### src/core/csfl_pkg.sv
package csfl_pkg;

  // register port geometry
  localparam int ADDR_W = 8;
  localparam int DATA_W = 16;

  // register addresses
  localparam logic [7:0] REG_MODE     = 8'h12;
  localparam logic [7:0] REG_STATUS   = 8'h13;
  localparam logic [7:0] REG_CHGV     = 8'h15;
  localparam logic [7:0] REG_INT_STAT = 8'h30;
  localparam logic [7:0] REG_INT_MASK = 8'h31;

  // reset values
  localparam logic [15:0] MODE_RST = 16'h0000;
  localparam logic [15:0] CHGV_RST = 16'h0000;
  localparam logic [2:0]  INTM_RST = 3'h0;

  // mode register fields
  localparam int MODE_LEARN_BIT = 4;
  localparam int MODE_DEP_LSB   = 9;
  localparam int MODE_DEP_W     = 3;

  // status register flag positions
  localparam int STAT_DEPLETED = 11;
  localparam int STAT_RANGE    = 12;
  localparam int STAT_BAT_HI   = 13;
  localparam int STAT_BAT_PRES = 14;
  localparam int STAT_AD_PRES  = 15;
  localparam int STAT_FLAG_W   = 5;

  // interrupt status / mask bits
  localparam int INT_W        = 3;
  localparam int INT_FLAG_CHG = 0;
  localparam int INT_RANGE    = 1;
  localparam int INT_BYPASS   = 2;

  // charge-voltage settings in mV
  localparam logic [15:0] V_WAKE   = 16'h2328;
  localparam logic [15:0] V_LO_MIN = 16'h2ee0;
  localparam logic [15:0] V_LO_MAX = 16'h3840;
  localparam logic [15:0] V_HI_MIN = 16'h3e80;
  localparam logic [15:0] V_HI_MAX = 16'h4b00;
  // converter step: low bits dropped when rounding down
  localparam logic [15:0] V_STEP_MASK = 16'h000f;

  // depleted threshold per cell: base plus code times step, mV
  localparam logic [15:0] DEP_BASE_MV = 16'h0a8c;
  localparam logic [15:0] DEP_STEP_MV = 16'h0064;

  // bypass switch margins in mV
  localparam logic [16:0] BYP_TRIP_MV = 17'h00096;
  localparam logic [16:0] BYP_HYST_MV = 17'h00064;

  // timing
  localparam int CLK_KHZ     = 250000;
  localparam int DEGLITCH_MS = 8;
  localparam int ALERT_MS    = 8;
  localparam int DEGLITCH_CYC_DEF = DEGLITCH_MS * CLK_KHZ;
  localparam int ALERT_CYC_DEF    = ALERT_MS * CLK_KHZ;
  localparam int CNT_W = 22;

endpackage

### src/core/csfl_sync.sv
`timescale 1ns/1ps
`default_nettype none

// two-flop synchroniser, one lane per pin
module csfl_sync #(
  parameter int WIDTH = 1
) (
  input  wire logic             mclk,
  input  wire logic             reset_n,
  input  wire logic [WIDTH-1:0] asyncIn,
  output logic      [WIDTH-1:0] syncOut
);

  genvar i;
  generate
    for (i = 0; i < WIDTH; i++) begin : gLane
      logic meta_q;
      logic sync_q;
      // first flop feeds only the second
      always_ff @(posedge mclk or negedge reset_n) begin
        if (!reset_n) begin
          meta_q <= 1'b0;
          sync_q <= 1'b0;
        end else begin
          meta_q <= asyncIn[i];
          sync_q <= meta_q;
        end
      end
      assign syncOut[i] = sync_q;
    end
  endgenerate

endmodule

`default_nettype wire

### src/core/csfl_top.sv
// The strobed register port and the placing of the registers were decided locally.
`timescale 1ns/1ps
`default_nettype none

// Behaviour
// - the depleted flag (status bit 11) is high while battery voltage is below the threshold picked by mode bits 11..9.
// - the per-cell depleted threshold is multiplied by three cells in the lower band and four in the upper band.
// - in learn cycle with adapter present, a depleted battery turns the battery switch off and the adapter switch on.
// - the out-of-range flag (status bit 12) is high whenever the charge-voltage setting is outside the valid range.
// - valid settings are 9 V and the two bands, and values between converter steps round down.
// - a setting above the maximum keeps charging enabled and clamps the target to the maximum.
// - a setting below 12 V other than 9 V, or in the gap between bands, disables charging, flags and alarms the host.
// - the 9 V wake-up code makes the charger regulate to 9 V.
// - status bit 13 is high while the battery voltage exceeds the adapter voltage.
// - the bypass switch drops at once when input is under battery plus 150 mV and returns after 8 ms and 100 mV hysteresis.
// - the battery-present flag (bit 14) follows the thermistor battery-detect comparator.
// - charging stops at once, without the host, when no battery is detected.
// - the adapter-present flag (bit 15) follows the 2.4 V adapter-detect comparator.
// - charging and the five-volt reference stay off until the adapter is detected.
// - serial communication is enabled only once adapter detect is above 1.2 V and supply above 6.5 V.
// - the first status flag change starts the alert timer; the alert output rises 6 to 10 ms after it.
module csfl_top
  import csfl_pkg::*;
#(
  parameter int DEGLITCH_CYC = csfl_pkg::DEGLITCH_CYC_DEF,
  parameter int ALERT_CYC    = csfl_pkg::ALERT_CYC_DEF
) (
  input  wire logic                          mclk,
  input  wire logic                          reset_n,
  input  wire logic [csfl_pkg::ADDR_W-1:0]   regAddr,
  input  wire logic [csfl_pkg::DATA_W-1:0]   regWrData,
  input  wire logic                          regWrStb,
  input  wire logic                          regRdStb,
  output logic      [csfl_pkg::DATA_W-1:0]   regRdData,
  input  wire logic [15:0]                   batteryMv,
  input  wire logic [15:0]                   adapterMv,
  input  wire logic                          adapterDetectPin,
  input  wire logic                          adapterDetectLowPin,
  input  wire logic                          supplyOkPin,
  input  wire logic                          thermistorBelowPin,
  output logic                               batterySwitchDrive,
  output logic                               adapterSwitchDrive,
  output logic                               bypassSwitchDrive,
  output logic                               chargeEnable,
  output logic      [15:0]                   regulationTargetMv,
  output logic                               fiveVoltRefEnable,
  output logic                               commEnable,
  output logic                               alert,
  output logic                               irq
);

  import csfl_pkg::*;

  // synchronised comparator pins
  logic [3:0] pinSync;
  logic       adapterPresent;
  logic       adapterLowOk;
  logic       supplyOk;
  logic       batteryPresent;

  // register state
  logic [15:0]          mode_q;
  logic [15:0]          chgV_q;
  logic [INT_W-1:0]     intStat_q;
  logic [INT_W-1:0]     intStat_d;
  logic [INT_W-1:0]     intMask_q;
  logic [DATA_W-1:0]    rdData_q;
  logic                 commEn_q;

  // flag state
  logic [STAT_FLAG_W-1:0] flags_q;
  logic [STAT_FLAG_W-1:0] flags_d;
  logic [15:0]            statusWord;

  // charge-voltage evaluation
  logic        isWake;
  logic        inLoBand;
  logic        inHiBand;
  logic        aboveMax;
  logic        rangeBad;
  logic        rangeBlocks;
  logic        fourCells;
  logic [15:0] roundedV;
  logic [15:0] target_d;

  // depleted threshold
  logic [MODE_DEP_W-1:0] depCode;
  logic [15:0]           perCellMv;
  logic [15:0]           depThreshMv;
  logic                  depleted;
  logic                  learnCycle;

  // bypass switch
  logic [16:0]      battPlusTrip;
  logic [16:0]      battPlusRecover;
  logic             bypassTrip;
  logic             bypassRecover;
  logic             bypassOn_q;
  logic [CNT_W-1:0] deglitchCnt_q;

  // outputs and alert timer
  logic             battDrv_q;
  logic             adDrv_q;
  logic             chgEn_q;
  logic [15:0]      target_q;
  logic             vrefEn_q;
  logic             alertPend_q;
  logic [CNT_W-1:0] alertCnt_q;
  logic             alert_q;
  logic             rangeBadPrev_q;

  // bus qualifiers
  logic wrOk;
  logic rdOk;
  logic intClrWr;

  csfl_sync #(
    .WIDTH(4)
  ) uSync (
    .mclk    (mclk),
    .reset_n (reset_n),
    .asyncIn ({thermistorBelowPin, supplyOkPin, adapterDetectLowPin, adapterDetectPin}),
    .syncOut (pinSync)
  );

  assign adapterPresent = pinSync[0];
  assign adapterLowOk   = pinSync[1];
  assign supplyOk       = pinSync[2];
  assign batteryPresent = pinSync[3];

  // bus is dead until the supply conditions hold
  assign wrOk     = regWrStb & commEn_q;
  assign rdOk     = regRdStb & commEn_q;
  assign intClrWr = wrOk && (regAddr == REG_INT_STAT);

  // communication enable from the power-good comparators
  always_ff @(posedge mclk or negedge reset_n) begin
    if (!reset_n) begin
      commEn_q <= 1'b0;
    end else begin
      commEn_q <= adapterLowOk & supplyOk;
    end
  end

  // writable control registers; status writes fall through
  always_ff @(posedge mclk or negedge reset_n) begin
    if (!reset_n) begin
      mode_q    <= MODE_RST;
      chgV_q    <= CHGV_RST;
      intMask_q <= INTM_RST;
    end else if (wrOk) begin
      if (regAddr == REG_MODE) begin
        mode_q <= regWrData;
      end else if (regAddr == REG_CHGV) begin
        chgV_q <= regWrData;
      end else if (regAddr == REG_INT_MASK) begin
        intMask_q <= regWrData[INT_W-1:0];
      end
    end
  end

  // charge-voltage classification on the raw setting
  assign isWake      = (chgV_q == V_WAKE);
  assign inLoBand    = (chgV_q >= V_LO_MIN) && (chgV_q <= V_LO_MAX);
  assign inHiBand    = (chgV_q >= V_HI_MIN) && (chgV_q <= V_HI_MAX);
  assign aboveMax    = (chgV_q > V_HI_MAX);
  assign rangeBad    = !(isWake | inLoBand | inHiBand);
  assign rangeBlocks = rangeBad & ~aboveMax;
  assign fourCells   = inHiBand | aboveMax;
  // round down so a partial step never overshoots the pack
  assign roundedV    = chgV_q & ~V_STEP_MASK;

  // regulation target selection
  always_comb begin
    if (isWake) begin
      target_d = V_WAKE;
    end else if (aboveMax) begin
      target_d = V_HI_MAX;
    end else if (inLoBand | inHiBand) begin
      target_d = roundedV;
    end else begin
      target_d = 16'h0000;
    end
  end

  // depleted threshold: per-cell code scaled by cell count
  assign depCode     = mode_q[MODE_DEP_LSB +: MODE_DEP_W];
  assign perCellMv   = 16'(DEP_BASE_MV + 16'(DEP_STEP_MV * 16'(depCode)));
  assign depThreshMv = fourCells ? 16'(perCellMv << 2)
                                 : 16'(perCellMv + 16'(perCellMv << 1));
  assign depleted    = (batteryMv < depThreshMv);
  assign learnCycle  = mode_q[MODE_LEARN_BIT];

  // flag vector, low bit is the depleted flag
  assign flags_d = {adapterPresent,
                    batteryPresent,
                    (batteryMv > adapterMv),
                    rangeBad,
                    depleted};

  always_ff @(posedge mclk or negedge reset_n) begin
    if (!reset_n) begin
      flags_q <= '0;
    end else begin
      flags_q <= flags_d;
    end
  end

  // flags sit in the top bits, lower bits read zero
  assign statusWord = {flags_q, {(16 - STAT_FLAG_W){1'b0}}};

  // bypass margins, widened so the sum cannot wrap
  assign battPlusTrip    = {1'b0, batteryMv} + BYP_TRIP_MV;
  assign battPlusRecover = battPlusTrip + BYP_HYST_MV;
  assign bypassTrip      = ({1'b0, adapterMv} < battPlusTrip);
  assign bypassRecover   = ({1'b0, adapterMv} >= battPlusRecover);

  // bypass switch: instant off, deglitched on
  always_ff @(posedge mclk or negedge reset_n) begin
    if (!reset_n) begin
      bypassOn_q    <= 1'b0;
      deglitchCnt_q <= '0;
    end else if (bypassTrip) begin
      bypassOn_q    <= 1'b0;
      deglitchCnt_q <= '0;
    end else if (!bypassOn_q && bypassRecover) begin
      if (deglitchCnt_q == CNT_W'(DEGLITCH_CYC - 1)) begin
        bypassOn_q    <= 1'b1;
        deglitchCnt_q <= '0;
      end else begin
        deglitchCnt_q <= deglitchCnt_q + 1'b1;
      end
    end else begin
      // any dip inside the hysteresis band restarts the wait
      deglitchCnt_q <= '0;
    end
  end

  // power-path switches
  always_ff @(posedge mclk or negedge reset_n) begin
    if (!reset_n) begin
      battDrv_q <= 1'b1;
      adDrv_q   <= 1'b0;
    end else if (!adapterPresent) begin
      battDrv_q <= 1'b1;
      adDrv_q   <= 1'b0;
    end else if (learnCycle) begin
      battDrv_q <= ~depleted;
      adDrv_q   <= depleted;
    end else begin
      battDrv_q <= 1'b0;
      adDrv_q   <= 1'b1;
    end
  end

  // charge gating and regulation target
  always_ff @(posedge mclk or negedge reset_n) begin
    if (!reset_n) begin
      chgEn_q  <= 1'b0;
      target_q <= 16'h0000;
      vrefEn_q <= 1'b0;
    end else begin
      // no host round trip: a removed pack stops charge next edge
      chgEn_q  <= adapterPresent & batteryPresent & ~rangeBlocks;
      target_q <= target_d;
      vrefEn_q <= adapterPresent;
    end
  end

  // alert delay timer, started by the first flag change
  always_ff @(posedge mclk or negedge reset_n) begin
    if (!reset_n) begin
      alertPend_q <= 1'b0;
      alertCnt_q  <= '0;
    end else if (alertPend_q) begin
      if (alertCnt_q == CNT_W'(ALERT_CYC - 1)) begin
        alertPend_q <= 1'b0;
        alertCnt_q  <= '0;
      end else begin
        alertCnt_q <= alertCnt_q + 1'b1;
      end
    end else if (flags_d != flags_q) begin
      alertPend_q <= 1'b1;
      alertCnt_q  <= '0;
    end
  end

  // alert stays high until the host reads status
  always_ff @(posedge mclk or negedge reset_n) begin
    if (!reset_n) begin
      alert_q <= 1'b0;
    end else if (alertPend_q && (alertCnt_q == CNT_W'(ALERT_CYC - 1))) begin
      alert_q <= 1'b1;
    end else if (rdOk && (regAddr == REG_STATUS)) begin
      alert_q <= 1'b0;
    end
  end

  // sticky interrupt events; a set in the clear cycle wins
  always_comb begin
    intStat_d = intStat_q;
    if (intClrWr) begin
      intStat_d = intStat_q & ~regWrData[INT_W-1:0];
    end
    if (flags_d != flags_q) begin
      intStat_d[INT_FLAG_CHG] = 1'b1;
    end
    if (rangeBlocks && !rangeBadPrev_q) begin
      intStat_d[INT_RANGE] = 1'b1;
    end
    if (bypassOn_q && bypassTrip) begin
      intStat_d[INT_BYPASS] = 1'b1;
    end
  end

  always_ff @(posedge mclk or negedge reset_n) begin
    if (!reset_n) begin
      intStat_q      <= '0;
      rangeBadPrev_q <= 1'b1; // reset setting is blocking: no false edge
    end else begin
      intStat_q      <= intStat_d;
      rangeBadPrev_q <= rangeBlocks;
    end
  end

  // read data valid only in the cycle after the strobe
  always_ff @(posedge mclk or negedge reset_n) begin
    if (!reset_n) begin
      rdData_q <= '0;
    end else if (rdOk) begin
      if (regAddr == REG_MODE) begin
        rdData_q <= mode_q;
      end else if (regAddr == REG_STATUS) begin
        rdData_q <= statusWord;
      end else if (regAddr == REG_CHGV) begin
        rdData_q <= chgV_q;
      end else if (regAddr == REG_INT_STAT) begin
        rdData_q <= {{(DATA_W - INT_W){1'b0}}, intStat_q};
      end else if (regAddr == REG_INT_MASK) begin
        rdData_q <= {{(DATA_W - INT_W){1'b0}}, intMask_q};
      end else begin
        rdData_q <= '0;
      end
    end else begin
      rdData_q <= '0;
    end
  end

  // output drive
  assign regRdData          = rdData_q;
  assign batterySwitchDrive = battDrv_q;
  assign adapterSwitchDrive = adDrv_q;
  assign bypassSwitchDrive  = bypassOn_q;
  assign chargeEnable       = chgEn_q;
  assign regulationTargetMv = target_q;
  assign fiveVoltRefEnable  = vrefEn_q;
  assign commEnable         = commEn_q;
  assign alert              = alert_q;
  assign irq                = |(intStat_q & intMask_q);

endmodule

`default_nettype wire

### config.mk
export PLATFORM = sky130hd
export DESIGN_NAME = csfl_top
export DESIGN_NICKNAME = d
export VERILOG_FILES = /design/src/core/csfl_pkg.sv /design/src/core/csfl_sync.sv /design/src/core/csfl_top.sv
export SDC_FILE = /design/constraint.sdc
export NUM_CORES = 1
export LEC_CHECK = 0
export BUFFER_PORTS_ARGS = -buffer_cell sky130_fd_sc_hd__buf_2
export CORE_ASPECT_RATIO = 1.2
export CORE_MARGIN = 1.5
export CORE_UTILIZATION = 54
export DETAILED_ROUTE_END_ITERATION = 12
export PLACE_DENSITY = 0.78
export REMOVE_ABC_BUFFERS = 1
export SYNTH_ARGS = -nofsm -noshare
export SYNTH_HDL_FRONTEND = slang
export SYNTH_HIERARCHICAL = 1
export SYNTH_SLANG_ARGS = --single-unit
### constraint.sdc
create_clock -name mclk -period 4.3 [get_ports mclk]
set_clock_uncertainty 0.05 [all_clocks]
set_input_delay 0.215 -clock mclk [delete_from_list [all_inputs] [get_ports mclk]]
set_output_delay 0.215 -clock mclk [all_outputs]
set_load 0.02 [all_outputs]
==> results.sh, run 1 <==
export IMPL_clk_latency_ps=440
export IMPL_synth_common_cells="dfrtp_1, ha_1, nand2_1"
export IMPL_num_vias=7648
export IMPL_cp_end_kind="flop"
export IMPL_max_slew_worst_pin_slew_ps=1370
export IMPL_timing_max_cap_violations=0
export IMPL_power_switching_mw=1.04
export IMPL_ys_flop_type="dfrtp_1"
export IMPL_multiInputGateArea_mm2=0.00548
export IMPL_p_total_mw=3.35
export IMPL_combPwrFrac_pct=20.5
export IMPL_p_seq_share_pct=37.9
export IMPL_area_growth_pct=24.8
export IMPL_start_util_pct=55.7
export IMPL_max_freq_ghz=0.223
export IMPL_fillers=1224
export IMPL_maxSlewHeadroom_pct=8.59
export IMPL_htreeDepth=4
export IMPL_rows=50
export IMPL_gp_congestion=0.950
export IMPL_rsz0062_at_grt="true"
export IMPL_worstPathMaxFanout=5
export IMPL_worstPathCellList="buf_4, inv_2, ha_4, ha_4, o21ba_2, xor2_2, ha_1, a21o_1, a211o_1, a21oi_2, a21oi_2, ha_4, nand3_4, a211oi_2, o211ai_1, nand3_2, mux2i_4, nand4bb_4, o22ai_2"
export IMPL_grt_max_degree=105
export IMPL_vdd_ir_drop_max_v=0.000315
export IMPL_min_path_type="in2reg"
export IMPL_synth_async_reset_ratio_pct=100
export IMPL_arrival_ps=4710
export IMPL_wire_per_inst_um=17.8
export IMPL_drtIter0Drc=629
export IMPL_drc_errors=0
export IMPL_cts_tree="built"
export IMPL_fin_crit_sh_pct=104
export IMPL_die_area_mm2=0.0170
export IMPL_fin_crit_ps=4480
export IMPL_synthMuxAreaShare_pct=4.83
export IMPL_final_nets=1220
export IMPL_final_cells=1298
export IMPL_dp_cells=1234
export IMPL_antenna_found_initial=0
export IMPL_tns_ps=-3560
export IMPL_drtAntennaViolNets=0
export IMPL_setup_slack_ps=-185
export IMPL_die_width_um=119
export IMPL_root_buffer="clkbuf_16"
export IMPL_layout_drive_gt1_share_pct=26.4
export IMPL_crit_top_cell="ha_4"
export IMPL_yosysUniqueCellTypes=86
export IMPL_synth_most_common_cell="dfrtp_1"
export IMPL_cp_required_ps=4530
export IMPL_seq_area_mm2=0.00331
export IMPL_first_global_vias=7391
export IMPL_swShare_pct=31.1
export IMPL_min_path_cells=2
export IMPL_synth_avg_cell_area_um2=9.48
export IMPL_leakage_nw=5.34
export IMPL_fin_util_pct=69.5
export IMPL_synth_edf_count=0
export IMPL_yosysWarningCount=6
export IMPL_first_pass_iters=6
export IMPL_cpPeakStageDelay_ps=390
export IMPL_failed_checks="negative setup slack"
export IMPL_clk_pin_slew_ps=60
export IMPL_hold_violations=0
export IMPL_critPathTopFamily="compound AO/OA/AOI/OAI gates"
export IMPL_numCtsBuffers=17
export IMPL_synthXorXnorAreaFrac_pct=6.29
export IMPL_worstSetupPathType="reg2reg"
export IMPL_cp_depth=19
export IMPL_internal_power_mw=2.31
export IMPL_clock_power_share_pct=41.6
export IMPL_io_buffer_count=100
export IMPL_dp_hpwl_um=15700
export IMPL_coreArea_mm2=0.0158
export IMPL_fp_dieH_um=143
export IMPL_grt_overflow_total=0
export IMPL_synth_compound_gate_area_share_pct=15.0
export IMPL_ys_seq_elements=132
export IMPL_viasPerCell=5.89
export IMPL_synthAdderAreaFrac_pct=11.6
export IMPL_grt_usage_pct=26.9
export IMPL_synth_top_family_by_area="simple AND/OR/NAND/NOR gates"
export IMPL_grt_pass1_wl_um=36200
export IMPL_synth_area_mm2=0.00878
export IMPL_setup_viol=24
export IMPL_power_density_mw_per_mm2=306
export IMPL_crit_slowest_cell="mux2i_4"
export IMPL_clkSinkCount=132
export IMPL_slew_violations=0
export IMPL_io_pins=104
export IMPL_ys_top_cells_by_area="dfrtp_1, ha_1, nand2_1"
export IMPL_yosysTopAreaCell="dfrtp_1"
export IMPL_routed_wirelength_um=23200
export IMPL_reg2regPathDepth=19
export IMPL_crit_path_start_kind="flop"
export IMPL_netlist_area_leader_share_pct=37.1
export IMPL_outcome="finished, violations left"
export IMPL_synth_seq_area_share_pct=37.7
export IMPL_post_place_ws_ps=-151
export IMPL_yosys_area_share_simple_pct=19.6
export IMPL_clockBufferDepth=2
export IMPL_crit_buf_inv=2
export IMPL_synth_cells=926
[what timing repair did]
item | CTS | global route
endpoints found under the hold margin | 128 | 0
hold buffers | 18 | 0
pin swaps | 15 | 31
cloned | 0 | 2
endpoints found under the setup margin | 24 | 25
buffers inserted | 6 | 5
gates resized for setup | 20 | 57
[area by class of cell]
| class | instances | area share (%) |
|---|---|---|
| repair buffers | 164 | 9.93 |
| diodes | 1 | 0.0228 |
| clock inverters | 15 | 1.32 |
| flip-flops and latches | 132 | 30.2 |
| clock buffers | 17 | 3.88 |
| multi-input cells | 695 | 50.0 |
| inverters | 66 | 2.28 |
| well taps | 208 | 2.38 |
[worst reg2reg max path, stage by stage, from the launching register on]
cell	delay (ps)
dfrtp_1	380
buf_4	150
inv_2	80
ha_4	210
ha_4	280
o21ba_2	180
xor2_2	180
ha_1	340
a21o_1	250
a211o_1	360
a21oi_2	150
a21oi_2	60
ha_4	310
nand3_4	80
a211oi_2	230
o211ai_1	150
nand3_2	150
mux2i_4	390
nand4bb_4	260
o22ai_2	80
[per-layer routing]
layer  routed length (um)  vias to the layer above  global-route usage (%)
met5                    0                        -                       0
met4                  522                        0                    9.71
met3                 1130                       46                    5.07
met2                12300                      217                    48.9
met1                 9180                     3763                    31.7
li1                     -                     3622                       -
[worst paths after layout]
kind | start | end | slack (ps)
worst max-delay path | mode_q[11]$_DFFE_PN0P_ | alertCnt_q[20]$_DFFE_PN0P_ | -180
worst min-delay path | regWrData[0] | mode_q[0]$_DFFE_PN0P_ | 2
worst max register to register | mode_q[11]$_DFFE_PN0P_ | alertCnt_q[20]$_DFFE_PN0P_ | -180
worst min register to register | uSync/gLane[2].meta_q$_DFF_PN0_ | uSync/gLane[2].sync_q$_DFF_PN0_ | 300
max in group asynchronous | reset_n | chgV_q[3]$_DFFE_PN0P_ | 2860
min in group asynchronous | reset_n | deglitchCnt_q[12]$_DFF_PN0_ | 400
[state kept, by name, summed over array words and instances (netlist names), 3 cells and up]
signal              flops
alertCnt_q             22
chgV_q                 16
deglitchCnt_q          22
flags_q                 5
intMask_q               3
intStat_q               3
mode_q                 16
regRdData              16
regulationTargetMv     13
uSync/gLane.meta_q      4
uSync/gLane.sync_q      4
[cell usage in the layout (no fill, tap or decap), types with 18 or more instances in the layout]
cell | Yosys | final
dfrtp_1 | 130 | 130
xnor2_1 | 31 | 28
nor2_1 | 73 | 72
dlygate4sd3_1 | 0 | 18
buf_2 | 2 | 99
xor2_1 | 32 | 31
a21oi_1 | 34 | 28
inv_1 | 65 | 62
nand2_1 | 75 | 75
buf_4 | 12 | 38
clkbuf_16 | 0 | 18
ha_1 | 78 | 69
mux2_2 | 22 | 22
and3_1 | 20 | 20
nor3_1 | 27 | 25
o21ai_0 | 30 | 28
nand3_1 | 29 | 27
[kinds of logic after synthesis]
kind of cell,after synthesis
muxes,38
adders and majority gates,80
and+or+nand+nor,324
AOI/OAI and AO/OA,186
xor gates and xnor gates,63
other,1
buffers and inverters,102
DFF,132
[through the flow]
step | area [um2] | hold slack (ps)
3_3_place_gp | 9630 | 273
3_5_place_dp | 9630 | 275
4_1_cts | 10500 | 4.35
6_report | 11000 | 2.12
2_1_floorplan | 8600 | -131
5_1_grt | 11000 | 16.0
[power by group through the flow]
stage / combinational, mW / sequential (mW) / clock, mW
global route: 0.757 / 1.27 / 1.46
finish: 0.687 / 1.27 / 1.40
CTS: 0.599 / 1.27 / 1.39
floorplan: 0.342 / 1.30 / 0
global placement: 0.546 / 1.29 / 0
detailed placement: 0.563 / 1.29 / 0
Note: power is estimated with default switching activity, not from simulation.
==> run 2: changes to the inputs <==
ABC_AREA = 1   (was not set)
CTS_CLUSTER_DIAMETER = 50   (was not set)
SLEW_MARGIN = 20   (was not set)
==> run 2 against run 1 <==
Compared with the run above: the run now ends clean; critical path type unchanged; final area down 5.2%; register-to-register slack better by 500 ps; total power down 1.6%; combinational power down 34%; largest power group unchanged; highest routed layer unchanged; via count up 8.7%.
==> results.sh, run 2 <==
export IMPL_outcome="finished clean"
export IMPL_max_slew_worst_pin_slew_ps=969
export IMPL_worstPathMaxFanout=24
export IMPL_grt_pass1_wl_um=36100
export IMPL_final_nets=1454
export IMPL_ys_seq_elements=132
export IMPL_leakage_nw=5.32
export IMPL_clk_pin_slew_ps=60
export IMPL_drc_errors=0
export IMPL_hold_worst_slack_ps=6.79
export IMPL_antenna_cells=0
export IMPL_ys_top_cells_by_area="dfrtp_1, nand2_1, ha_1"
export IMPL_min_path_type="in2reg"
export IMPL_synth_async_reset_ratio_pct=100
export IMPL_gp_congestion=0.904
export IMPL_tns_ps=0
export IMPL_netlist_area_leader_share_pct=36.0
export IMPL_viasPerCell=5.42
export IMPL_worstSetupPathType="reg2reg"
export IMPL_drtIter0Drc=413
export IMPL_numCtsBuffers=17
export IMPL_dp_hpwl_um=16100
export IMPL_wl_met2_um=10700
export IMPL_synth_area_mm2=0.00903
export IMPL_drtAntennaViolNets=0
export IMPL_synth_edf_count=0
export IMPL_synth_avg_cell_area_um2=7.48
export IMPL_fin_crit_ps=3980
export IMPL_met3_wirelength_um=1140
export IMPL_max_freq_ghz=0.251
export IMPL_crit_path_start_kind="flop"
export IMPL_cp_required_ps=4610
export IMPL_first_pass_iters=7
export IMPL_maxSlewHeadroom_pct=35.3
export IMPL_synth_most_common_cell="nand2_1"
export IMPL_yosysTopAreaCell="dfrtp_1"
export IMPL_routed_wirelength_um=21900
export IMPL_clk_latency_ps=430
export IMPL_synth_common_cells="nand2_1, inv_1, dfrtp_1"
export IMPL_fp_dieH_um=145
export IMPL_rsz0062_at_grt="false"
export IMPL_wire_per_inst_um=14.3
export IMPL_final_common_cell="nand2_1"
export IMPL_htreeDepth=4
export IMPL_arrival_ps=4300
export IMPL_yosysUniqueCellTypes=45
export IMPL_yosysWarningCount=6
export IMPL_clockBufferDepth=2
export IMPL_num_vias=8314
export IMPL_top_regs="alertCnt_q x22, deglitchCnt_q x22"
export IMPL_synth_cells=1207
export IMPL_vdd_ir_drop_max_v=0.000227
export IMPL_grt_usage_pct=25.9
export IMPL_cts_tree="built"
export IMPL_rows=51
export IMPL_layout_common_cells="nand2_1, inv_1, dfrtp_1, nor2_1, buf_2"
export IMPL_coreArea_mm2=0.0163
export IMPL_fin_crit_sh_pct=92.7
export IMPL_io_buffer_count=100
export IMPL_setup_viol=0
export IMPL_fillers=1404
export IMPL_power_density_mw_per_mm2=318
export IMPL_first_global_vias=7824
export IMPL_layout_drive_gt1_share_pct=14.1
export IMPL_ys_flop_type="dfrtp_1"
export IMPL_p_total_mw=3.30
export IMPL_die_width_um=121
export IMPL_antenna_found_initial=0
export IMPL_clkSinkCount=132
export IMPL_start_util_pct=55.5
export IMPL_root_buffer="clkbuf_16"
export IMPL_timing_max_cap_violations=0
export IMPL_wl_met1_um=9450
export IMPL_area_growth_pct=15.1
export IMPL_synth_seq_area_share_pct=36.6
export IMPL_io_pins=104
export IMPL_slew_violations=0
export IMPL_cp_end_kind="flop"
export IMPL_hold_violations=0
export IMPL_die_area_mm2=0.0175
export IMPL_grt_max_degree=103
export IMPL_top_layer="met4"
export IMPL_grt_overflow_total=0
-- run 2: cell count changes after synthesis, moves of 24 or more --
cell,previous run,this run
nand2_1,75,296
inv_1,65,154
nand3_1,29,86
o21ai_0,30,82
nor2_1,73,113
a21oi_1,34,59
xnor2_1,31,7
-- run 2: kinds of logic after synthesis --
logic type,after synthesis,share of synthesized area [%]
AND/OR/NAND/NOR,605,30.1
buffers and inverters,189,8.71
AO/OA/AOI/OAI,168,10.1
flip-flops,132,36.6
adder cells (fa/ha/maj),80,11.3
XOR/XNOR,32,3.19
other,1,0.0415
-- run 2: layer usage --
| layer | vias to the layer above | global-route usage (%) |
|---|---|---|
| met4 | 0 | 11.6 |
| met2 | 249 | 45.2 |
| met5 | - | 0 |
| li1 | 4162 | - |
| met3 | 59 | 4.53 |
| met1 | 3844 | 31.3 |
-- run 2: power by group --
| group | internal, mW | switching, mW |
|---|---|---|
| Sequential | 1.26 | 0.0137 |
| Combinational | 0.157 | 0.300 |
| Clock | 0.996 | 0.574 |
| Total | 2.41 | 0.888 |
-- run 2: worst paths after layout --
path                                                 startpoint                         endpoint  slack, ps  cells after the start
min in group asynchronous                               reset_n  regulationTargetMv[9]$_DFF_PN0_        390                      2
max in group asynchronous                               reset_n         rangeBadPrev_q$_DFF_PN1_       2750                      3
worst max register to register           mode_q[10]$_DFFE_PN0P_       alertCnt_q[18]$_DFFE_PN0P_        320                     24
worst min-delay path                               regWrData[5]            mode_q[5]$_DFFE_PN0P_          7                      3
worst max-delay path                     mode_q[10]$_DFFE_PN0P_       alertCnt_q[18]$_DFFE_PN0P_        320                     24
worst min register to register  uSync/gLane[1].meta_q$_DFF_PN0_  uSync/gLane[1].sync_q$_DFF_PN0_        300                      0
-- run 2: metrics by stage --
| stage | cell area (um2) | utilization (%) | setup WS (ps) | std cells |
|---|---|---|---|---|
| after floorplan | 8850 | - | 380 | 1180 |
| after global placement | 9670 | 59.4 | 352 | 1497 |
| after detailed placement | 9670 | 59.4 | 225 | 1497 |
| after CTS | 10400 | 63.7 | 224 | 1535 |
| after global routing | 10400 | 63.9 | 4.84 | 1535 |
| final | 10400 | 63.9 | 316 | 1535 |
-- run 2: critical path, stage by stage, from the launching register on --
cell	delay, ps
dfrtp_1	390
inv_2	120
ha_1	250
ha_1	340
xor2_2	200
ha_1	360
nand2_1	80
o21ai_0	180
a21oi_1	100
nor2_1	140
nand2_1	90
a21oi_1	140
nor2_1	60
nand2_1	60
o21ai_0	80
ha_1	280
nand2_1	50
nor3_1	170
nand2_1	120
nand3_1	80
nand2_1	90
nor2_4	110
buf_12	170
nand3_1	90
nand2_1	90
-- run 2: layout make-up --
cell class / count / area (um2) / area share, %
Sequential cell: 132 / 3310 / 31.8
Clock inverter: 13 / 195 / 1.88
Timing Repair Buffer: 111 / 617 / 5.94
Multi-Input combinational cell: 889 / 4970 / 47.8
Tap cell: 212 / 265 / 2.55
Clock buffer: 19 / 443 / 4.26
Inverter: 159 / 597 / 5.74
-- run 2: repair_timing --
item / 4_1_cts / 5_1_grt
resized for setup: 0 / 9
hold endpoints to repair: 106 / 0
hold buffers: 6 / 0
endpoints found under the setup margin: 0 / 24
setup buffers: 0 / 0
